File: config.mk
export PLATFORM = sky130hd
export DESIGN_NAME = dmbs_select
export DESIGN_NICKNAME = d
export VERILOG_FILES = /design/src/rtl/dmbs_pkg.sv /design/src/rtl/dmbs_select.sv
export SDC_FILE = /design/constraint.sdc
export NUM_CORES = 1
export LEC_CHECK = 0
export BUFFER_PORTS_ARGS = -buffer_cell sky130_fd_sc_hd__buf_2
export CORE_ASPECT_RATIO = 0.75
export CORE_UTILIZATION = 55
export CTS_BUF_LIST = sky130_fd_sc_hd__clkbuf_4 sky130_fd_sc_hd__clkbuf_8
export DETAILED_ROUTE_END_ITERATION = 12
export GPL_TIMING_DRIVEN = 1
export PLACE_DENSITY = 0.88
export SLEW_MARGIN = 0
export SYNTH_ARGS = -nofsm -noshare
export SYNTH_HDL_FRONTEND = slang
export SYNTH_SLANG_ARGS = --single-unit
File: constraint.sdc
create_clock -name core_clk -period 6.8 [get_ports core_clk]
set_input_delay 1.7 -clock core_clk [delete_from_list [all_inputs] [get_ports core_clk]]
set_output_delay 1.7 -clock core_clk [all_outputs]
set_load 0.02 [all_outputs]
File: src/rtl/dmbs_pkg.sv
// Package with the constants, carrier structs and state types of the memory board select block.
package dmbs_pkg;
	// Clock period and cycle milestones in nanoseconds.
	localparam int CLK_NS = 10;
	localparam int CAE_NS = 100;
	localparam int CAS_NS = 150;
	localparam int ACT_NS = 350;
	localparam int CYC_NS = 520;

	// A least time rounds up to whole clock cycles.
	function automatic int ns2cyc(input int ns);
		int c;
		c = (ns + CLK_NS - 1) / CLK_NS;
		return (c < 1) ? 1 : c;
	endfunction : ns2cyc

	localparam logic [5:0] CAE_CYC = 6'(ns2cyc(CAE_NS));
	localparam logic [5:0] CAS_CYC = 6'(ns2cyc(CAS_NS));
	localparam logic [5:0] ACT_CYC = 6'(ns2cyc(ACT_NS));
	localparam logic [5:0] CYC_CYC = 6'(ns2cyc(CYC_NS));

	// Register byte offsets and fields.
	localparam logic [3:0] CTRL_OFS = 4'h0;
	localparam logic [3:0] STAT_OFS = 4'h4;
	localparam int CTRL_PHAN_BIT = 0;
	localparam int CTRL_XRDY_BIT = 1;
	localparam logic [1:0] CTRL_RST = 2'h0;
	localparam logic [7:0] OUT_RST = 8'hFF;

	// Bus lines that the board listens to; everything else is ignored.
	typedef struct packed {
		logic [15:0] addr;
		logic [7:0] dout;
		logic memwrt;
		logic psync;
		logic phi2;
		logic sinp;
		logic sout;
		logic smemr;
		logic swo;
		logic pdbin;
		logic pwr;
		logic phantom;
		logic prot;
		logic unprot;
	} dmbs_bus_t;

	// Memory chip pins, all active low.
	typedef struct packed {
		logic [3:0] ras_n;
		logic cas_n;
		logic we_n;
		logic cs_n;
		logic [5:0] a0_n;
		logic [5:0] a1_n;
		logic [7:0] din_n;
	} dmbs_mem_t;

	typedef enum logic [1:0] {
		ST_IDLE = 2'b00,
		ST_ACT = 2'b01,
		ST_REC = 2'b10
	} dmbs_st_t;
endpackage : dmbs_pkg

File: src/rtl/dmbs_select.sv
// Bus-side page/board select, write latch and cycle control of a 16K dynamic memory board.
//
// Implementation choices: the Avalon-MM interface to the registers and the address map.
`timescale 1ns/100ps

// What this block does
// - Only listed bus lines are sampled; all other bus lines are ignored.
// - Each four-bit switch group compared to A12-A15 raises its match line.
// - Only the lowest-numbered matching page stays enabled.
// - During cycles prioritized matches drive page lines, selecting one row strobe.
// - Page pairs enable one of two six-bit address driver groups.
// - Board select is any match without input or output port status.
// - Protect-status and ready drivers enabled only when selected and not phantom-inhibited.
// - Read data driven only on select, memory read, data-in strobe, no phantom.
// - Write strobe leading edge latches a write only if selected and unprotected.
// - Protect line sets protection, unprotect line clears it, both only while selected; unused protect held low.
// - Protect-status output is low when the selected board is protected.
// - Ready high when ready, low forces waits; alternate ready pin selectable.
// - Clock trailing edge in sync or retry defers if busy, else starts read.
// - Clock trailing edge also clocks the wait flip-flop behind ready.
// - Sync qualifies read request; sync trailing edge samples status for refresh.
// - Write-out inhibits spontaneous refresh; memory-read low inhibits clocked refresh.
// - Write with front-panel strobe high is followed by a display read.
// - Array is four groups of eight one-bit chips, 4096 bytes each.
// - Twelve-bit chip address goes out as two successive six-bit halves.
// - Chip select held enabled; row strobe selects, write enable picks direction.
// - All memory chip pin signals are active low.
// - Row strobe latches A0-A5 as row, column strobe later A6-A11.
// - With phantom jumper fitted, phantom disables the board's bus drivers; otherwise no effect.
module dmbs_select (
	input wire logic core_clk,
	input wire logic arst_n,
	input wire logic clk_en,
	input wire dmbs_pkg::dmbs_bus_t bus_in,
	input wire logic [15:0] page_sw,
	input wire logic pwrup_prot,
	input wire logic [3:0][7:0] mem_q_n,
	input wire logic [3:0] avs_address,
	input wire logic avs_read,
	input wire logic avs_write,
	input wire logic [31:0] avs_writedata,
	output logic [31:0] avs_readdata,
	output logic avs_waitrequest,
	output dmbs_pkg::dmbs_mem_t mem_out,
	output logic [7:0] di_data,
	output logic di_oe,
	output logic ps_o,
	output logic ps_oe,
	output logic prdy_o,
	output logic prdy_oe,
	output logic xrdy_o,
	output logic xrdy_oe,
	output logic board_sel,
	output logic retry_request,
	output logic spont_ref_inhibit,
	output logic clk_ref_inhibit
);
	// All state of the block in one word.
	typedef struct packed {
		dmbs_pkg::dmbs_bus_t s1;
		dmbs_pkg::dmbs_bus_t s2;
		logic phi2_d;
		logic psync_d;
		logic memwrt_d;
		dmbs_pkg::dmbs_st_t st;
		logic [5:0] cnt;
		logic we;
		logic [3:0] page;
		logic retry;
		logic wait_f;
		logic wr_pend;
		logic fp_read;
		logic prot;
		logic init;
		logic [7:0] out_data;
		logic spont_inh;
		logic clk_inh;
		logic [1:0] ctrl;
		logic ack;
		logic [31:0] rdata;
	} dmbs_state_t;

	dmbs_state_t state_reg;
	dmbs_state_t state_next;

	// Keeps the lowest-numbered match only.
	function automatic logic [3:0] lowest_one(input logic [3:0] m);
		return m & ~(m - 4'h1);
	endfunction : lowest_one

	logic [3:0] match;
	logic [3:0] prio;
	logic ph_eff;
	logic bsel;
	logic phi2_fall;
	logic psync_fall;
	logic memwrt_rise;
	logic cae;
	logic cas;
	logic ras;
	logic [5:0] mux_addr;
	logic busy;

	// Page compare on synchronised address against static switches.
	always_comb begin
		for (int i = 0; i < 4; i++) begin
			match[i] = (page_sw[i*4 +: 4] == state_reg.s2.addr[15:12]);
		end
	end

	// Selection terms and edges of the synchronised bus strobes.
	assign prio = lowest_one(match);
	assign ph_eff = state_reg.ctrl[dmbs_pkg::CTRL_PHAN_BIT] & state_reg.s2.phantom;
	assign bsel = (|match) & ~(state_reg.s2.sinp | state_reg.s2.sout);
	assign phi2_fall = state_reg.phi2_d & ~state_reg.s2.phi2;
	assign psync_fall = state_reg.psync_d & ~state_reg.s2.psync;
	assign memwrt_rise = ~state_reg.memwrt_d & state_reg.s2.memwrt;
	assign busy = (state_reg.st != dmbs_pkg::ST_IDLE);

	// Cycle milestones from the cycle counter.
	assign ras = (state_reg.st == dmbs_pkg::ST_ACT);
	assign cae = ras & (state_reg.cnt >= dmbs_pkg::CAE_CYC);
	assign cas = ras & (state_reg.cnt >= dmbs_pkg::CAS_CYC);
	assign mux_addr = cae ? state_reg.s2.addr[11:6] : state_reg.s2.addr[5:0];

	// Memory pins are all active low; chip select is wired enabled.
	always_comb begin
		mem_out.ras_n = ~(ras ? state_reg.page : 4'h0);
		mem_out.cas_n = ~cas;
		mem_out.we_n = ~(ras & state_reg.we);
		mem_out.cs_n = 1'b0;
		// Only one driver group toggles, which keeps peak current down.
		mem_out.a0_n = (|state_reg.page[1:0]) ? ~mux_addr : 6'h3F;
		mem_out.a1_n = (|state_reg.page[3:2]) ? ~mux_addr : 6'h3F;
		mem_out.din_n = ~state_reg.s2.dout;
	end

	// Bus-facing drivers; enables are combinational, data from flops.
	assign board_sel = bsel;
	assign di_data = state_reg.out_data;
	assign di_oe = bsel & state_reg.s2.smemr & state_reg.s2.pdbin & ~ph_eff;
	assign ps_oe = bsel & ~ph_eff;
	assign ps_o = ~state_reg.prot;
	assign prdy_oe = ps_oe & ~state_reg.ctrl[dmbs_pkg::CTRL_XRDY_BIT];
	assign xrdy_oe = ps_oe & state_reg.ctrl[dmbs_pkg::CTRL_XRDY_BIT];
	assign prdy_o = ~state_reg.wait_f;
	assign xrdy_o = ~state_reg.wait_f;
	assign retry_request = state_reg.retry;
	assign spont_ref_inhibit = state_reg.spont_inh;
	assign clk_ref_inhibit = state_reg.clk_inh;
	assign avs_readdata = state_reg.rdata;
	assign avs_waitrequest = (avs_read | avs_write) & ~state_reg.ack;

	// Next-state logic for the whole block.
	always_comb begin
		logic start_rd;
		logic start_wr;
		logic acc;
		start_rd = 1'b0;
		start_wr = 1'b0;
		acc = 1'b0;
		state_next = state_reg;
		// Two-stage synchroniser; only the second stage feeds logic.
		state_next.s1 = bus_in;
		state_next.s2 = state_reg.s1;
		state_next.phi2_d = state_reg.s2.phi2;
		state_next.psync_d = state_reg.s2.psync;
		state_next.memwrt_d = state_reg.s2.memwrt;

		// The strap is caught once, on the first enabled edge after reset.
		if (!state_reg.init) begin
			state_next.init = 1'b1;
			state_next.prot = pwrup_prot;
		end else if (bsel && state_reg.s2.prot) begin
			state_next.prot = 1'b1;
		end else if (bsel && state_reg.s2.unprot) begin
			state_next.prot = 1'b0;
		end

		// Read request on the trailing clock edge during sync or retry.
		if (phi2_fall) begin
			if (state_reg.s2.psync || state_reg.retry) begin
				if (busy) begin
					state_next.retry = 1'b1;
				end else begin
					state_next.retry = 1'b0;
					start_rd = 1'b1;
				end
			end
			// Wait follows a pending retry while selected.
			state_next.wait_f = state_next.retry & bsel;
		end

		// Status sampled at the end of sync steers refresh inhibits.
		if (psync_fall) begin
			state_next.spont_inh = state_reg.s2.swo;
			state_next.clk_inh = ~state_reg.s2.smemr;
		end

		// Cycle sequencer: active period, then recovery.
		unique case (state_reg.st)
			dmbs_pkg::ST_IDLE: begin
				if (!start_rd && state_reg.wr_pend) begin
					start_wr = 1'b1;
				end else if (!start_rd && state_reg.fp_read) begin
					state_next.fp_read = 1'b0;
					start_rd = 1'b1;
				end
				if (start_rd || start_wr) begin
					state_next.st = dmbs_pkg::ST_ACT;
					state_next.cnt = 6'h00;
					state_next.we = start_wr;
					state_next.wr_pend = state_reg.wr_pend & ~start_wr;
					state_next.page = prio;
				end
			end
			dmbs_pkg::ST_ACT: begin
				state_next.cnt = state_reg.cnt + 6'h01;
				if (state_reg.cnt == dmbs_pkg::ACT_CYC - 6'h01) begin
					state_next.st = dmbs_pkg::ST_REC;
					state_next.we = 1'b0;
					// Unselected cycles load all ones, not the old data.
					state_next.out_data = dmbs_pkg::OUT_RST;
					for (int i = 0; i < 4; i++) begin
						if (state_reg.page[i]) begin
							state_next.out_data = ~mem_q_n[i];
						end
					end
				end
			end
			dmbs_pkg::ST_REC: begin
				state_next.cnt = state_reg.cnt + 6'h01;
				if (state_reg.cnt == dmbs_pkg::CYC_CYC - 6'h01) begin
					state_next.st = dmbs_pkg::ST_IDLE;
					state_next.page = 4'h0;
				end
			end
			default: begin
				state_next.st = dmbs_pkg::ST_IDLE;
			end
		endcase

		// Write latch on the leading edge of the write strobe. It sits after the
		// sequencer so that a strobe in the cycle that takes an old request still wins.
		if (memwrt_rise && bsel && !state_reg.prot) begin
			state_next.wr_pend = 1'b1;
			state_next.fp_read = state_reg.s2.pwr;
		end

		// Avalon slave answers every request one cycle after it is seen.
		acc = (avs_read | avs_write) & ~state_reg.ack;
		state_next.ack = acc;
		// A write lands only at the edge where waitrequest is already low.
		if (avs_write && state_reg.ack && avs_address == dmbs_pkg::CTRL_OFS) begin
			state_next.ctrl = avs_writedata[1:0];
		end
		if (acc && avs_read) begin
			unique case (avs_address)
				dmbs_pkg::CTRL_OFS: state_next.rdata = {30'h0, state_reg.ctrl};
				dmbs_pkg::STAT_OFS: state_next.rdata = {24'h0, state_reg.clk_inh,
					state_reg.spont_inh, bsel, busy, state_reg.wr_pend,
					state_reg.wait_f, state_reg.retry, state_reg.prot};
				default: state_next.rdata = 32'h0;
			endcase
		end
	end

	// One register for all state; clock enable freezes it.
	always_ff @(posedge core_clk or negedge arst_n) begin
		if (!arst_n) begin
			state_reg <= '0;
			state_reg.out_data <= dmbs_pkg::OUT_RST;
			state_reg.ctrl <= dmbs_pkg::CTRL_RST;
			state_reg.st <= dmbs_pkg::ST_IDLE;
		end else if (clk_en) begin
			state_reg <= state_next;
		end
	end

	chk_prio_single: assert property (@(posedge core_clk) disable iff (!arst_n)
		(match != 4'h0) |-> ($onehot(prio) && (prio & match) == prio
		&& (prio - 4'h1 & match) == 4'h0))
		else $error("page priority wrong");

	chk_bsel_port: assert property (@(posedge core_clk) disable iff (!arst_n)
		(state_reg.s2.sinp || state_reg.s2.sout) |-> !board_sel)
		else $error("board selected during port cycle");

	chk_ras_onehot: assert property (@(posedge core_clk) disable iff (!arst_n)
		$onehot0(~mem_out.ras_n) && (mem_out.ras_n == 4'hF || ras))
		else $error("row strobes not exclusive");

	chk_addr_half: assert property (@(posedge core_clk) disable iff (!arst_n)
		(mem_out.a0_n == 6'h3F) || (mem_out.a1_n == 6'h3F))
		else $error("both address groups driven");

	chk_drv_gate: assert property (@(posedge core_clk) disable iff (!arst_n)
		(prdy_oe || xrdy_oe || ps_oe) |-> (board_sel && !ph_eff))
		else $error("status drivers enabled when not selected");

	chk_di_gate: assert property (@(posedge core_clk) disable iff (!arst_n)
		di_oe |-> (board_sel && state_reg.s2.smemr && state_reg.s2.pdbin && !ph_eff))
		else $error("read data driven without qualifiers");

	chk_ps_level: assert property (@(posedge core_clk) disable iff (!arst_n)
		(ps_oe && state_reg.prot) |-> !ps_o)
		else $error("protect status not low");

	chk_retry_defer: assert property (@(posedge core_clk) disable iff (!arst_n)
		(clk_en && phi2_fall && busy && (state_reg.s2.psync || state_reg.retry))
		|=> retry_request)
		else $error("retry not deferred");

	chk_read_start: assert property (@(posedge core_clk) disable iff (!arst_n)
		(clk_en && phi2_fall && !busy && (state_reg.s2.psync || state_reg.retry))
		|=> (state_reg.st == dmbs_pkg::ST_ACT && !retry_request && !state_reg.we))
		else $error("read cycle not started");

	chk_wr_protect: assert property (@(posedge core_clk) disable iff (!arst_n)
		(clk_en && memwrt_rise && state_reg.prot && !state_reg.wr_pend)
		|=> !state_reg.wr_pend)
		else $error("write latched while protected");

	chk_col_order: assert property (@(posedge core_clk) disable iff (!arst_n)
		(!mem_out.cas_n) |-> (cae && ras))
		else $error("column strobe before column address");

	// Address halves on the low driver group follow the column enable.
	chk_row_half: assert property (@(posedge core_clk) disable iff (!arst_n)
		(ras && !cae && (|state_reg.page[1:0])) |-> (mem_out.a0_n == ~state_reg.s2.addr[5:0]))
		else $error("row half not on address pins");

	chk_col_half: assert property (@(posedge core_clk) disable iff (!arst_n)
		(cae && (|state_reg.page[1:0])) |-> (mem_out.a0_n == ~state_reg.s2.addr[11:6]))
		else $error("column half not on address pins");

	// Chip select, data-in and write enable levels of the memory chips.
	chk_cs_tied: assert property (@(posedge core_clk) disable iff (!arst_n)
		mem_out.cs_n == 1'b0)
		else $error("chip select not enabled");

	chk_din_low: assert property (@(posedge core_clk) disable iff (!arst_n)
		mem_out.din_n == ~state_reg.s2.dout)
		else $error("data in pins not active low");

	chk_we_write: assert property (@(posedge core_clk) disable iff (!arst_n)
		!mem_out.we_n |-> (ras && state_reg.we))
		else $error("write enable outside a write cycle");

	// Flags that must move only at their own events; a slip in the wait flop shows as stray waits.
	chk_wait_clock: assert property (@(posedge core_clk) disable iff (!arst_n)
		!(clk_en && phi2_fall) |=> $stable(state_reg.wait_f))
		else $error("wait flop moved off the clock edge");

	chk_retry_wait: assert property (@(posedge core_clk) disable iff (!arst_n)
		(clk_en && phi2_fall) |=> (state_reg.wait_f == (state_reg.retry && $past(bsel))))
		else $error("wait flop does not follow retry");

	chk_prot_hold: assert property (@(posedge core_clk) disable iff (!arst_n)
		(clk_en && !board_sel && state_reg.init) |=> $stable(state_reg.prot))
		else $error("protect changed while unselected");

	chk_fp_follow: assert property (@(posedge core_clk) disable iff (!arst_n)
		(clk_en && memwrt_rise && board_sel && !state_reg.prot && state_reg.s2.pwr)
		|=> (state_reg.fp_read && state_reg.wr_pend))
		else $error("panel write not latched with its read");

	chk_refresh_inh: assert property (@(posedge core_clk) disable iff (!arst_n)
		(clk_en && psync_fall) |=> (spont_ref_inhibit == $past(state_reg.s2.swo)
		&& clk_ref_inhibit == !$past(state_reg.s2.smemr)))
		else $error("refresh inhibits not sampled at sync end");
endmodule : dmbs_select

; Yosys cells after proc, flatten, opt, wreduce, memory -nomap -nowiden
; Index checks and enable logic that the tools add are counted.
[totals]
elab_cells = 181
ff_bits = 139
[op_classes]
muxes = 37
addsub = 2
reduce_logical = 38
eq_ne = 14
order_cmp = 2
n_bitwise = 41
[op_table]
columns = op, n
row1 = $not 8->8, 5
row2 = $mux 8, 4
row3 = $mux 1, 18
row4 = $mux 6, 3
row5 = $and 1x1->1, 17
row6 = $eq 4x4->1, 4
row7 = $pmux 8 s2, 1
row8 = $reduce_and 4->1, 4
row9 = $reduce_bool 2->1, 7
row10 = $mux 13, 1
row11 = $not 1->1, 13
row12 = $eq 6x6->1 const B, 2
row13 = $ge 6x4->1 const B, 2
row14 = $pmux 6 s2, 1
row15 = $reduce_and 2->1, 5
row16 = $logic_and 1x1->1, 9
row17 = $reduce_and 3->1, 3
row18 = $mux 2, 4
row19 = $mux 4, 2
row20 = $not 4->4, 2
row21 = $pmux 4 s2, 1
row22 = $add 6x1->6 const B, 1
row23 = $not 6->6, 1
row24 = $pmux 2 s3, 1
row25 = 16 further kinds, 23

; Longest topological paths before layout
[depth]
word_depth = 13
ltp_mapped = 8
mapped_depth_nobuf = 7

; Least setup slack after synthesis
; Ideal clock, no wire load.
[synth_path]
path_type = in2out
start = input page_sw[4]
end = output prdy_oe
path_stages = 5
slack_ps = 1871
arrival_ps = 3229
t_required_ps = 5100
path_cell_list = xnor2_1 nand4_1 a41oi_2 a21boi_2 nor2b_1
[synth_via]
elab_chain_cells = 5
[synth_rtl]
columns = item, line
row1 = start: declaration, dmbs_select.sv:35  ; input wire logic [15:0] page_sw,
row2 = $eq 4x4->1, dmbs_select.sv:107  ; match[i] = (page_sw[i*4 +: 4] == state_reg.s2.addr[15:12]);
row3 = $reduce_or 4->1, dmbs_select.sv:114  ; assign bsel = (|match) & ~(state_reg.s2.sinp | state_reg.s2.sout);
row4 = $and 1x1->1, dmbs_select.sv:114
row5 = via board_sel, dmbs_select.sv:53  ; output logic board_sel,
row6 = $and 1x1->1, dmbs_select.sv:142  ; assign ps_oe = bsel & ~ph_eff;
row7 = via ps_oe, dmbs_select.sv:48  ; output logic ps_oe,
row8 = $and 1x1->1, dmbs_select.sv:144  ; assign prdy_oe = ps_oe & ~state_reg.ctrl[dmbs_pkg::CTRL_XRDY_BIT];
row9 = end: declaration, dmbs_select.sv:50  ; output logic prdy_oe,
; The timed path passes the listed nets, and every way through them passes these cells.

; Worst setup path in the final report
[layout_path]
start = input page_sw[4]
end = output di_oe
[layout_via]
elab_chain_cells = 6
[layout_rtl]
columns = item, line
row1 = $eq 4x4->1, dmbs_select.sv:107
row2 = $reduce_or 4->1, dmbs_select.sv:114
row3 = $and 1x1->1, dmbs_select.sv:114
row4 = $and 1x1->1 (3 in series), dmbs_select.sv:141  ; assign di_oe = bsel & state_reg.s2.smemr & state_reg.s2.pdbin & ~ph_eff;
row5 = end: declaration, dmbs_select.sv:46  ; output logic di_oe,
; Every way passes these cells.

==> impl_metrics.py <==
metrics = {
    "power": {
        "psw_uw": 725,
        "seq_power_share_pct": 41.4,
        "switching_share_pct": 33.6,
        "share_comb_of_total_power_pct": 29.7,
        "cell_internal_pwr_mw": 1.43,
        "peakVddDrop_mv": 0.198,
        "clock_power_share_pct": 28.8,
        "power.static_leakage_nw": 3.16,
        "powerDensity_nw_per_um2": 324,
    },
    "floorplanning": {
        "floorplan.die_area_um2": 10700,
        "num_io_pins": 205,
        "fp.dieH_um": 89.6,
        "core.rowCount": 31,
        "initial_utilization_pct": 57.4,
        "die-width_um": 119,
        "coreArea_um2": 9810,
    },
    "setup_path": {
        "cell_with_the_largest_stage_delay_on_the_worst_path": "a41oi_2",
        "path_class": "in2out",
        "cp-start-kind": "input port",
        "critPathMostFrequentCell": "buf_2",
        "timing.critical_path.to_type": "primary output",
        "timing.critical_path.slowest_cell_delay_ns": 0.54,
        "worst-endpoint-arrival_ns": 3.38,
        "path_cells": "buf_2 -> xnor2_1 -> nand4_1 -> a41oi_2 -> a21boi_2 -> and3_1 -> buf_2",
        "cp.required_ns": 5.10,
        "critical_path.max_fanout": 7,
        "critical-path-top-delay-family": "compound AO/OA/AOI/OAI gates",
        "path_buf_inv": 2,
    },
    "layout": {
        "insertedDiodeCount": 0,
        "final_design_area_no_fill_um2": 6650,
        "layout-area-overhead-vs-synth_pct": 18.0,
        "num-nets-final": 756,
        "finalNonFillerCells": 767,
        "num-fill-cells": 758,
        "largest_register_ffs": 57,
        "ratio_of_cells_with_drive_above_1_in_the_final_layout_pct": 44.9,
        "footprint_of_the_flip_flops_and_latches_um2": 2890,
        "multi_input_comb_area_um2": 2350,
    },
    "cts": {
        "cts_buffers": 17,
        "clock_latency_late_sink_ns": 0.42,
        "setup_fix_bufs_post_cts": 0,
        "root_buffer": "clkbuf_8",
        "cts.path.max_buffers": 2,
        "ctsHoldBuffers": 0,
        "tritoncts_num_sinks": 115,
        "resized_after_cts": 0,
        "path_clk_slew_ns": 0.06,
        "tritoncts": "done",
        "cts_max_level": 4,
    },
    "logic_synthesis": {
        "dominantRegCellSynth": "dfrtp_1",
        "yosys.area_share.adder_pct": 1.55,
        "netlist-cell-type-count": 53,
        "yosys_register_bits": 115,
        "synth-warning-count": 0,
        "yosys.area_share.simple_pct": 9.28,
        "post_synth_xor_area_fraction_pct": 2.49,
        "synth_top_area_share_pct": 47.5,
        "synthDominantAreaCellType": "dfrtp_1",
        "compound_gate_fraction_of_synth_area_pct": 10.4,
        "synth.area.top_cells": "dfrtp_1, mux2_2, buf_4, dfstp_2, xnor2_1",
        "postSynthAreaPerCell_um2": 11.4,
        "postSynth.asyncResetShare_pct": 100,
        "synth-seq-area-share_pct": 51.3,
        "post_synth_mux_area_share_pct": 16.4,
        "post_synth_instance_area_um2": 5630,
        "synth-edff-count": 0,
        "synth_top_family_by_area": "multiplexers",
        "netlist_instances": 493,
    },
    "global_route": {
        "grt_first_pass_wirelength_mm": 18.2,
        "grt_overflow_total": 0,
        "globalRouteTotalUtil_pct": 22.0,
        "grt_antenna_before_repair": 0,
        "first_global_vias": 3819,
        "grt_max_degree": 74,
    },
    "routing": {
        "via_count": 3966,
        "drt-total-wl_mm": 11.4,
        "wl_per_cell_um": 14.9,
        "route.antenna.remaining_nets": 0,
        "drcViolationCount": 0,
        "detail_route.iter0.violations": 149,
        "detail_route.first_pass.iterations": 4,
        "via_per_inst": 5.17,
    },
    "sta": {
        "timing.fmax_ghz": 0.197,
        "final-hold-violation-count": 0,
        "timing.final.max_slew_violations": 0,
        "finalWorstPathRequiredPeriod_ns": 5.08,
        "max-slew-margin-rel_pct": 37.4,
        "rsz0062_at_grt": "false",
        "fin_worst_skew_ns": 0.0104,
        "final-setup-viol-count": 0,
        "timing.setup.tns_ns": 0,
        "finalCritPeriodShare_pct": 74.8,
        "max_slew.worst_pin.slew_ns": 0.936,
    },
    "place": {
        "post-dp-hpwl_mm": 8.39,
        "gp_congestion": 0.809,
        "port-buffer-count": 149,
        "post_place_cells": 736,
        "post_dp_cell_area_um2": 6250,
    },
    "worst_hold_path": {
        "hold_class": "reg2reg",
    },
    "flow_run": {
        "cap_viol_max_count": 0,
    },
    "status": {
        "result_of_the_run": "completed",
    },
}
synthesized netlist by cell type (2+ instances only):
cell      instances
nand4_1           6
dfrtp_1         107
dfstp_2           8
buf_4            42
a22o_1            8
a21bo_2           2
nand2b_1          7
ha_1              7
o31ai_1           5
o22ai_1           6
mux2_1            2
or2_2            15
a21oi_1          20
mux2_2           71
xnor2_1          16
nand3b_1          2
buf_1             2
clkbuf_1         13
nor2b_1           4
buf_2             7
nand3_1           5
inv_1            21
and3_1            3
o21ai_1           2
nand2_1          31
nor2_1           18
a22oi_1           6
mux2i_1          10
o31a_1            2
o21ai_0          22
layout make-up:
class	instances	share of cell area [%]
clock buffer	22	4.46
sequential	115	43.4
clock inverter	9	1.56
multi-input combinational	317	35.3
tap	132	2.48
timing repair buffer	151	11.5
inverter	21	1.19
layer usage:
layer | vias to the layer above | track usage (%) | share of wire (%)
met1 | 1914 | 28.4 | 45
met2 | 126 | 36.0 | 49
li1 | 1907 | - | -
met3 | 19 | 6.50 | 5.2
met5 | - | 0 | 0
met4 | 0 | 7.94 | 1.7
tightest hold or removal path, delay by kind of cell, from the launching register on:
kind | cells | cell delay, ns
simple gates | 1 | 0.04
compound gates | 1 | 0.06
flops | 1 | 0.34
kinds of logic (layout without fill, tap and decap cells):
| family | Yosys count | count (layout) |
|---|---|---|
| AO/OA/AOI/OAI | 85 | 85 |
| XOR/XNOR | 16 | 16 |
| adder cells (fa/ha/maj) | 7 | 7 |
| buffers and inverters | 85 | 203 |
| flip-flops | 115 | 115 |
| multiplexers | 83 | 83 |
| other | 1 | 25 |
| AND/OR/NAND/NOR | 101 | 101 |
cells in the final DEF (no fill, tap or decap), drive strengths merged, types with 10 or more instances in the layout:
cell	count
buf	151
dfrtp	107
mux2	73
nand2	31
conb	25
o21ai	24
clkbuf	22
inv	21
a21oi	20
nor2	18
xnor2	16
or2	15
mux2i	10
power by group through the flow:
| stage | clock (mW) | combinational [mW] | sequential (mW) |
|---|---|---|---|
| floorplan | 0 | 0.490 | 0.867 |
| global placement | 0 | 0.615 | 0.892 |
| detailed placement | 0 | 0.641 | 0.904 |
| CTS | 0.639 | 0.645 | 0.891 |
| global route | 0.672 | 0.706 | 0.908 |
| finish | 0.622 | 0.641 | 0.893 |
metrics by stage:
step	util (%)	hold slack (ns)	worst slack, ns	power (mW)
floorplan	-	0.447	1.87	1.36
global placement	63.7	0.459	1.77	1.51
detailed placement	63.7	0.473	1.73	1.54
CTS	67.7	0.487	1.72	2.18
global route	67.7	0.515	1.62	2.29
finish	67.7	0.477	1.72	2.16
worst paths after layout:
path | from | endpoint | slack, ns | cells after the start
max in group asynchronous | arst_n | state_next[93] | 4.29 | 2
hold / removal | avs_readdata[2] | avs_readdata[2] | 0.48 | 2
hold reg to reg | avs_readdata[2] | avs_readdata[2] | 0.48 | 2
setup / recovery | page_sw[4] | di_oe | 1.72 | 7
min in group asynchronous | arst_n | avs_readdata[7] | 1.34 | 1
setup reg to reg | state_reg[62] | state_reg[62] | 4.43 | 6
(Power assumes the default switching activity.)
